File: src/rtl/pfc_pkg.sv
// package of constants and types for the power, part code and flash wait register slice
//
// Operation
// - power writes act at once, oscillator excepted
// - oscillator stops at a clean point; from RC_STARTING it stops at once
// - bit 0 powered, 1 off; bits 0-8 ordered
// - reset: bits 0-3,5 zero; 4,6,7,8 one
// - bit 10 suspends usb transceiver, resets one
// - part code read-only 32 bits, writes ignored
// - flash access takes field plus one cycles, three for code 3
package pfc_pkg;

  // byte addresses of the registers, full 32-bit decode
  localparam logic [31:0] FLASH_WAIT_CONFIG_ADDR = 32'h4003_C010;
  localparam logic [31:0] ANALOG_POWER_CONTROL_ADDR = 32'h4004_8238;
  localparam logic [31:0] PART_IDENTIFICATION_ADDR = 32'h4004_83F4;
  localparam logic [31:0] POWER_STATUS_ADDR = 32'h4004_83F8;

  // bit positions in the analog power control word
  localparam int RC_CLOCK_OUTPUT_OFF_BIT = 0;
  localparam int RC_OSCILLATOR_OFF_BIT = 1;
  localparam int NVM_ARRAY_OFF_BIT = 2;
  localparam int BROWNOUT_DETECTOR_OFF_BIT = 3;
  localparam int CONVERTER_OFF_BIT = 4;
  localparam int CRYSTAL_OSCILLATOR_OFF_BIT = 5;
  localparam int WATCHDOG_OSCILLATOR_OFF_BIT = 6;
  localparam int SYSTEM_PLL_OFF_BIT = 7;
  localparam int USB_PLL_OFF_BIT = 8;
  localparam int USB_TRANSCEIVER_OFF_BIT = 10;

  // writable bits of the power word and the fixed pattern of its reserved bits
  localparam logic [15:0] POWER_WRITE_MASK = 16'h05FF;
  localparam logic [15:0] POWER_RESERVED_VALUE = 16'hE800;
  localparam logic [15:0] POWER_RESET_VALUE = 16'hEDD0;

  // flash wait field
  localparam int FLASH_WAIT_LSB = 0;
  localparam int FLASH_WAIT_MSB = 1;
  localparam logic [1:0] FLASH_WAIT_RESET = 2'h2;
  localparam logic [1:0] FLASH_WAIT_RESERVED_CODE = 2'h3;
  localparam logic [1:0] FLASH_WAIT_FALLBACK = 2'h2;

  // status word bit positions
  localparam int STATUS_RC_CLOCK_ENABLED_BIT = 0;
  localparam int STATUS_RC_OSCILLATOR_OFF_BIT = 1;
  localparam int STATUS_FLASH_BUSY_BIT = 2;

  // ahb transfer type msb marks nonseq or seq
  localparam int HTRANS_ACTIVE_BIT = 1;

  // one power-down control for each analog block
  typedef struct packed {
    logic usb_transceiver_off;
    logic usb_pll_off;
    logic system_pll_off;
    logic watchdog_oscillator_off;
    logic crystal_oscillator_off;
    logic converter_off;
    logic brownout_detector_off;
    logic nvm_array_off;
    logic rc_oscillator_off;
    logic rc_clock_output_off;
  } pfc_power_t;

  // captured ahb address phase
  typedef struct packed {
    logic valid;
    logic write;
    logic [31:0] addr;
  } pfc_addr_phase_t;

  // oscillator gate states
  typedef enum logic [1:0] {
    RC_RUNNING = 2'b00,
    RC_STOPPING = 2'b01,
    RC_STOPPED = 2'b10,
    RC_STARTING = 2'b11
  } pfc_rc_state_t;

endpackage

File: src/rtl/pfc_flash_wait.sv
// flash access timer: each access lasts the wait setting plus one cycles, three cycles for reserved code 3
`timescale 1ns/1ps
`default_nettype none
module pfc_flash_wait (
  input wire logic mclk,
  input wire logic rst,
  input wire logic [1:0] flash_wait_cycles,
  input wire logic access_start,
  output logic access_busy,
  output logic access_done
);

  logic [1:0] count_r;
  logic [1:0] wait_eff;

  // the reserved code is not trusted, slowest defined timing instead
  assign wait_eff = (flash_wait_cycles == pfc_pkg::FLASH_WAIT_RESERVED_CODE) ?
                    pfc_pkg::FLASH_WAIT_FALLBACK : flash_wait_cycles;

  // a start while busy is ignored; setting is sampled at the start
  always_ff @(posedge mclk) begin
    if (rst) begin
      count_r <= 2'h0;
      access_busy <= 1'b0;
      access_done <= 1'b0;
    end else begin
      access_done <= 1'b0;
      if (!access_busy) begin
        if (access_start) begin
          access_busy <= 1'b1;
          count_r <= wait_eff;
        end
      end else if (count_r == 2'h0) begin
        access_busy <= 1'b0;
        access_done <= 1'b1;
      end else begin
        count_r <= count_r - 2'h1;
      end
    end
  end

endmodule
`default_nettype wire

File: src/rtl/pfc_rc_gate.sv
// glitch-free stop and restart of the internal rc oscillator clock
`timescale 1ns/1ps
`default_nettype none
module pfc_rc_gate (
  input wire logic mclk,
  input wire logic rst,
  input wire logic rc_off_request,
  input wire logic rc_clock_level,
  output logic rc_clock_enable,
  output logic rc_oscillator_off
);

  logic sync1_r, sync2_r, sync3_r;
  pfc_pkg::pfc_rc_state_t state_r, state_nxt;
  logic clean_point;

  // three-stage synchroniser of the oscillator level
  always_ff @(posedge mclk) begin
    sync1_r <= rc_clock_level;
    sync2_r <= sync1_r;
    sync3_r <= sync2_r;
  end

  // clean point: the last two stages agree the clock is low
  assign clean_point = !sync2_r && !sync3_r;

  // gate the clock in the same cycle power is cut, restore power before the clock
  always_comb begin
    state_nxt = state_r;
    case (state_r)
      pfc_pkg::RC_RUNNING: begin
        if (rc_off_request) state_nxt = pfc_pkg::RC_STOPPING;
      end
      pfc_pkg::RC_STOPPING: begin
        if (!rc_off_request) state_nxt = pfc_pkg::RC_RUNNING;
        else if (clean_point) state_nxt = pfc_pkg::RC_STOPPED;
      end
      pfc_pkg::RC_STOPPED: begin
        if (!rc_off_request) state_nxt = pfc_pkg::RC_STARTING;
      end
      pfc_pkg::RC_STARTING: begin
        if (rc_off_request) state_nxt = pfc_pkg::RC_STOPPED;
        else if (clean_point) state_nxt = pfc_pkg::RC_RUNNING;
      end
      default: state_nxt = pfc_pkg::RC_RUNNING;
    endcase
  end

  // outputs registered from the next state
  always_ff @(posedge mclk) begin
    if (rst) begin
      state_r <= pfc_pkg::RC_RUNNING;
      rc_clock_enable <= 1'b1;
      rc_oscillator_off <= 1'b0;
    end else begin
      state_r <= state_nxt;
      rc_clock_enable <= (state_nxt == pfc_pkg::RC_RUNNING) || (state_nxt == pfc_pkg::RC_STOPPING);
      rc_oscillator_off <= (state_nxt == pfc_pkg::RC_STOPPED);
    end
  end

endmodule
`default_nettype wire

File: src/rtl/pfc_regs.sv
// ahb-lite register slice: analog power control, part code, flash wait setting
`timescale 1ns/1ps
`default_nettype none
module pfc_regs #(
  parameter logic [31:0] PART_CODE = 32'h0A5A_0001 // arbitrary value, set per variant
) (
  input wire logic mclk,
  input wire logic rst,
  // ahb-lite slave
  input wire logic hsel,
  input wire logic [31:0] haddr,
  input wire logic [1:0] htrans,
  input wire logic hwrite,
  input wire logic [2:0] hsize,
  input wire logic [31:0] hwdata,
  input wire logic hready,
  output logic hreadyout,
  output logic hresp,
  output logic [31:0] hrdata,
  // analog block controls
  output pfc_pkg::pfc_power_t power_off,
  output logic rc_clock_enable,
  input wire logic rc_clock_level,
  // flash timing
  output logic [1:0] flash_wait_cycles,
  input wire logic flash_access_start,
  output logic flash_access_busy,
  output logic flash_access_done
);

  ////////////////////////////////////////////////////////////////////////////
  // declarations

  pfc_pkg::pfc_addr_phase_t aphase_r, aphase_nxt;
  logic [15:0] power_word_r, power_word_nxt;
  logic [1:0] flash_wait_r, flash_wait_nxt;
  logic [31:0] hrdata_r, hrdata_nxt;
  logic [31:0] read_addr;
  logic [31:0] power_read, flash_read, status_read;
  logic take_phase;
  logic wr_phase;
  logic hit_flash_wr, hit_power_wr;
  logic rd_flash, rd_power, rd_part, rd_status;
  logic rc_oscillator_off;
  logic rc_clock_enable_int;
  logic flash_busy_int;

  ////////////////////////////////////////////////////////////////////////////
  // bus handshake

  // zero wait states; every answer is okay
  assign hreadyout = 1'b1;
  assign hresp = 1'b0;

  // a transfer is taken when selected, active and the bus is ready
  assign take_phase = hsel && htrans[pfc_pkg::HTRANS_ACTIVE_BIT] && hready;

  // address phase capture; hsize is not checked, only words are issued
  assign aphase_nxt.valid = take_phase;
  assign aphase_nxt.write = take_phase && hwrite;
  assign aphase_nxt.addr = haddr;

  always_ff @(posedge mclk) begin
    if (rst) begin
      aphase_r <= '0;
    end else begin
      aphase_r <= aphase_nxt;
    end
  end

  ////////////////////////////////////////////////////////////////////////////
  // write decode, acting in the data phase

  assign wr_phase = aphase_r.valid && aphase_r.write;
  assign hit_flash_wr = wr_phase && (aphase_r.addr == pfc_pkg::FLASH_WAIT_CONFIG_ADDR);
  assign hit_power_wr = wr_phase && (aphase_r.addr == pfc_pkg::ANALOG_POWER_CONTROL_ADDR);
  // part code and status writes, and unmapped writes, simply fall away

  // power word: defined bits from the write, reserved bits held fixed
  assign power_word_nxt = hit_power_wr ?
      ((hwdata[15:0] & pfc_pkg::POWER_WRITE_MASK) | pfc_pkg::POWER_RESERVED_VALUE) :
      power_word_r;

  // flash wait field; bits above it keep no state and read zero
  assign flash_wait_nxt = hit_flash_wr ?
      hwdata[pfc_pkg::FLASH_WAIT_MSB:pfc_pkg::FLASH_WAIT_LSB] : flash_wait_r;

  always_ff @(posedge mclk) begin
    if (rst) begin
      power_word_r <= pfc_pkg::POWER_RESET_VALUE;
      flash_wait_r <= pfc_pkg::FLASH_WAIT_RESET;
    end else begin
      power_word_r <= power_word_nxt;
      flash_wait_r <= flash_wait_nxt;
    end
  end

  ////////////////////////////////////////////////////////////////////////////
  // read decode

  // read data is latched at the end of the address phase; it is built from
  // the next values so a read right behind a write sees the new word
  assign read_addr = haddr;
  assign rd_flash = (read_addr == pfc_pkg::FLASH_WAIT_CONFIG_ADDR);
  assign rd_power = (read_addr == pfc_pkg::ANALOG_POWER_CONTROL_ADDR);
  assign rd_part = (read_addr == pfc_pkg::PART_IDENTIFICATION_ADDR);
  assign rd_status = (read_addr == pfc_pkg::POWER_STATUS_ADDR);

  // readback words
  assign power_read = {16'h0000, power_word_nxt};
  assign flash_read = {30'h0000_0000, flash_wait_nxt};
  assign status_read = {29'h0000_0000, flash_busy_int, rc_oscillator_off, rc_clock_enable_int};

  // one-hot select, unmapped reads answer zero
  assign hrdata_nxt = (take_phase && !hwrite) ?
      (({32{rd_flash}} & flash_read) |
       ({32{rd_power}} & power_read) |
       ({32{rd_part}} & PART_CODE) |
       ({32{rd_status}} & status_read)) :
      32'h0000_0000;

  always_ff @(posedge mclk) begin
    if (rst) begin
      hrdata_r <= 32'h0000_0000;
    end else begin
      hrdata_r <= hrdata_nxt;
    end
  end

  assign hrdata = hrdata_r;

  ////////////////////////////////////////////////////////////////////////////
  // analog power controls

  // a set bit powers its block down, a clear bit keeps it powered
  assign power_off.rc_clock_output_off = power_word_r[pfc_pkg::RC_CLOCK_OUTPUT_OFF_BIT];
  assign power_off.nvm_array_off = power_word_r[pfc_pkg::NVM_ARRAY_OFF_BIT];
  assign power_off.brownout_detector_off = power_word_r[pfc_pkg::BROWNOUT_DETECTOR_OFF_BIT];
  assign power_off.converter_off = power_word_r[pfc_pkg::CONVERTER_OFF_BIT];
  assign power_off.crystal_oscillator_off = power_word_r[pfc_pkg::CRYSTAL_OSCILLATOR_OFF_BIT];
  assign power_off.watchdog_oscillator_off = power_word_r[pfc_pkg::WATCHDOG_OSCILLATOR_OFF_BIT];
  assign power_off.system_pll_off = power_word_r[pfc_pkg::SYSTEM_PLL_OFF_BIT];
  assign power_off.usb_pll_off = power_word_r[pfc_pkg::USB_PLL_OFF_BIT];
  assign power_off.usb_transceiver_off = power_word_r[pfc_pkg::USB_TRANSCEIVER_OFF_BIT];

  // the oscillator bit is delayed by the clean-point gate, not driven direct
  assign power_off.rc_oscillator_off = rc_oscillator_off;

  ////////////////////////////////////////////////////////////////////////////
  // oscillator gate

  // the request is the register bit; the gate decides when it is safe
  pfc_rc_gate u_rc_gate (
    .mclk(mclk),
    .rst(rst),
    .rc_off_request(power_word_r[pfc_pkg::RC_OSCILLATOR_OFF_BIT]),
    .rc_clock_level(rc_clock_level),
    .rc_clock_enable(rc_clock_enable_int),
    .rc_oscillator_off(rc_oscillator_off)
  );

  assign rc_clock_enable = rc_clock_enable_int;

  ////////////////////////////////////////////////////////////////////////////
  // flash access timing

  // a wrong setting for the clock rate is the software's risk, not checked
  assign flash_wait_cycles = flash_wait_r;

  pfc_flash_wait u_flash_wait (
    .mclk(mclk),
    .rst(rst),
    .flash_wait_cycles(flash_wait_r),
    .access_start(flash_access_start),
    .access_busy(flash_busy_int),
    .access_done(flash_access_done)
  );

  assign flash_access_busy = flash_busy_int;

endmodule
`default_nettype wire
File: config.mk
export PLATFORM = sky130hd
export DESIGN_NAME = pfc_regs
export DESIGN_NICKNAME = d
export VERILOG_FILES = /design/src/rtl/pfc_pkg.sv /design/src/rtl/pfc_flash_wait.sv /design/src/rtl/pfc_rc_gate.sv /design/src/rtl/pfc_regs.sv
export SDC_FILE = /design/constraint.sdc
export NUM_CORES = 1
export LEC_CHECK = 0
export CAP_MARGIN = 20
export CORE_MARGIN = 4
export CORE_UTILIZATION = 50
export DETAILED_ROUTE_END_ITERATION = 6
export DONT_BUFFER_PORTS = 1
export HOLD_SLACK_MARGIN = 0.05
export PLACE_DENSITY = 0.7
export SYNTH_ARGS = -nofsm -noshare
export SYNTH_HDL_FRONTEND = slang
export SYNTH_HIERARCHICAL = 1
export SYNTH_SLANG_ARGS = --single-unit
File: constraint.sdc
create_clock -name mclk -period 2.65 [get_ports mclk]
set_input_delay 0.3975 -clock mclk [delete_from_list [all_inputs] [get_ports mclk]]
set_output_delay 0.3975 -clock mclk [all_outputs]
set_load 0.05 [all_outputs]
==> results by group <==
Logic synthesis
  • Netlist cell types: 37
  • Predominant post-synthesis flop cell: dfxtp_1
  • Number of synthesized register bits: 80
  • Post-synthesis sequential area ratio: 55.7%
  • Top post-synthesis cells by area: dfxtp_1, buf_4, nor2b_1
  • Mapped Cells: 277
  • Cell Area, Synth: 2880 µm²
  • Post-synth EDFFs: 0
  • Ys Warns: 6
  • Post-synth ARST share: 0%
  • Share of the synthesized area in the top cell type: 55.7%
  • Top-count cell post-synth: dfxtp_1
  • Top post-synthesis cells by count: dfxtp_1, nor2b_1, nor2_1, buf_4, mux2i_1
  • Synth Area per Inst: 10.4 µm²
  • Synth area leader: dfxtp_1

Timing
  • Slew HR: 44.7%
  • Hold Violations, Final: 0
  • WHS: 0.121 ns
  • Pins Over Slew Limit: 0
  • Final setup fails: 0
  • RSZ-0062 raised after global routing: false
  • Crit path time final: 2.15 ns
  • Clk_skew: 0.00696 ns
  • Final Cycle Share: 81.2%
  • Post-route setup TNS: 0 ns
  • Slew @ Worst Pin: 0.833 ns
  • FMAX: 0.464 GHz

Cells and area
  • Layout cells sized above 1: 9.96%
  • Filler Cell Count: 501
  • Fin area: 3010 µm²
  • Fin cells: 343
  • # diodes: 0
  • Area growth syn-to-layout: 4.83%
  • Final nets: 343

Detailed routing
  • Vias per inst: 5.12
  • Routed wire per std cell: 15.0 µm
  • DR iter-0 viols: 46
  • DRC: 0
  • DR pass1 iterations: 4
  • Antenna viol nets, final: 0
  • Routed WL: 5.15 mm
  • Vias: 1757

Floorplan
  • Initial Util: 51.9%
  • Core Area: 5540 µm²
  • Die height: 83.8 µm
  • IO Pins: 125
  • Placement row count: 27
  • Die W: 83.8 µm
  • Die area: 7030 µm²

Hold path
  • Hold Path Stages: 1
  • Hold endpoint: power_word_r[2]
  • Min-delay src: rst
  • Worst min path class: in2reg

Place
  • Port-buffer cells: 0
  • Post-Place Cell Area: 2790 µm²
  • Inst Count DP: 326
  • DP HPWL: 3.71 mm
  • Placer Congestion: 0.774

Critical path
  • CP bufs+invs: 1
  • Reg2reg end: hrdata[0]
  • RR Startpoint: aphase_r[19]
  • Startpoint Class: input port
  • Crit Path Max Fanout: 15
  • Worst reg2reg setup slack: 0.64 ns
  • Reg2reg path depth: 5
  • CP Data Required Time: 2.94 ns
  • CP dominant cell by count: or4_4
  • Signal arrival time at the worst endpoint: 2.44 ns
  • CP endpoint kind: flop
  • CP Class: in2reg
  • Worst path slowest cell: or4_4
  • Crit-path cells: or4_4, or4_4, or4b_1, buf_4, nor2_1, and2_1
  • Crit path max-delay family: simple AND/OR/NAND/NOR gates
  • Max incr delay on CP: 0.54 ns

Job
  • Total of max-cap violations: 0

CTS
  • Root Buffer: clkbuf_8
  • PostCTS Resize Cnt: 0
  • Worst-Skew Late Latency: 0.34 ns
  • Clk sinks: 80
  • CTS tree: yes
  • Post-CTS setup buffers: 0
  • TritonCTS Buffers: 9
  • CTS Hold Bufs: 0
  • # H-tree levels: 3
  • CTS Buffer Depth: 2
  • Clk slew on worst S/H paths: 0.08 ns

Run status
  • Outcome: finished, final reports clean

Global routing
  • Initial antenna violation count: 0
  • Largest net degree at the start of global routing: 58
  • GRT Total Usage: 15.0%
  • Vias in the first global route: 1752
  • GRT overflow: 0
  • Global-route wire length before repair: 8.20 mm

Power
  • Power density cells: 753 nW/µm²
  • VDD IR max: 0.437 mV
  • Pleak: 1.12 nW
  • Total power: 2.27 mW
-- area by class of cell --
| type | count | area [µm²] | area share [%] |
|---|---|---|---|
| Multi-Input combinational cell | 166 | 1050 | 34.9 |
| Sequential cell | 80 | 1610 | 53.3 |
| Inverter | 5 | 18.8 | 0.623 |
| Clock buffer | 11 | 163 | 5.40 |
| Timing Repair Buffer | 4 | 32.5 | 1.08 |
| Tap cell | 72 | 90.1 | 2.99 |
| Clock inverter | 5 | 52.6 | 1.74 |
-- metrics by stage --
stage	utilization, %	setup slack, ns
after detailed placement	50.3	0.138
after floorplan	-	0.288
final	54.4	0.497
after global routing	54.4	0.448
after CTS	54.2	0.504
after global placement	50.3	0.153
-- cells in the final DEF (no fill, tap or decap), types with 4 or more instances in the layout --
master / synthesis / layout
clkbuf_8: 0 / 10
nor4_1: 5 / 5
nor4b_1: 6 / 6
or3_1: 4 / 4
nand2_1: 6 / 6
or4b_1: 4 / 4
and2_1: 5 / 5
mux2i_1: 13 / 13
nand2b_1: 8 / 8
o21ai_0: 4 / 4
conb_1: 2 / 12
nor3_1: 8 / 7
nor2b_1: 31 / 31
nand3_1: 6 / 6
dfxtp_1: 80 / 79
nor2_1: 29 / 29
inv_1: 5 / 5
-- flip-flops by register name, indices dropped and copies added, names as in the netlist --
register                     flops
aphase_r                        34
flash_wait_cycles                2
hrdata                          17
power_word_r                    16
u_flash_wait/access_busy         1
u_flash_wait/access_done         1
u_flash_wait/count_r             2
u_rc_gate/rc_clock_enable        1
u_rc_gate/rc_oscillator_off      1
u_rc_gate/state_r                2
u_rc_gate/sync1_r                1
u_rc_gate/sync2_r                1
u_rc_gate/sync3_r                1
-- power by group --
part / total (mW) / leakage (nW) / switching (mW) / internal, mW
Sequential: 1.26 / 0.657 / 0.0228 / 1.23
Clock: 0.918 / 0.110 / 0.406 / 0.513
Combinational: 0.0924 / 0.348 / 0.0587 / 0.0337
-- worst register-to-register path: cells and delay by family, from the launching register on --
kind	cells	cell delay, ns
muxes	1	0.31
DFF	1	0.30
and+or+nand+nor	3	1.15
AOI/OAI and AO/OA	1	0.13
-- worst max path at each step --
stage / to / slack, ns / cells after the start / start
6_report: hrdata[9] / 0.50 / 6 / haddr[1]
5_1_grt: hrdata[12] / 0.45 / 6 / haddr[1]
4_1_cts: hrdata[9] / 0.50 / 6 / haddr[1]
3_5_place_dp: hrdata[9] / 0.14 / 6 / haddr[1]
3_3_place_gp: hrdata[9] / 0.15 / 6 / haddr[1]
2_1_floorplan: hrdata[12] / 0.29 / 6 / haddr[1]
-- per-layer routing --
metal / GRT usage [%] / routed length [µm] / share of wire, % / vias to the layer above
met5: 0 / 0 / 0 / -
met4: 5.99 / 54 / 1.0 / 0
met3: 8.88 / 468 / 9.1 / 6
met2: 23.4 / 2480 / 48 / 63
met1: 16.6 / 2140 / 42 / 820
li1: - / - / - / 868
-- logic make-up after synthesis --
logic type	Yosys count	synth area share (%)
adder cells (fa/ha/maj)	1	0.435
flip-flops	80	55.7
XOR/XNOR	1	0.305
AND/OR/NAND/NOR	129	27.0
buffers and inverters	41	9.18
other	2	0.261
multiplexers	14	5.05
AO/OA/AOI/OAI	9	2.05
No activity file was read; power rests on OpenSTA's default activity.
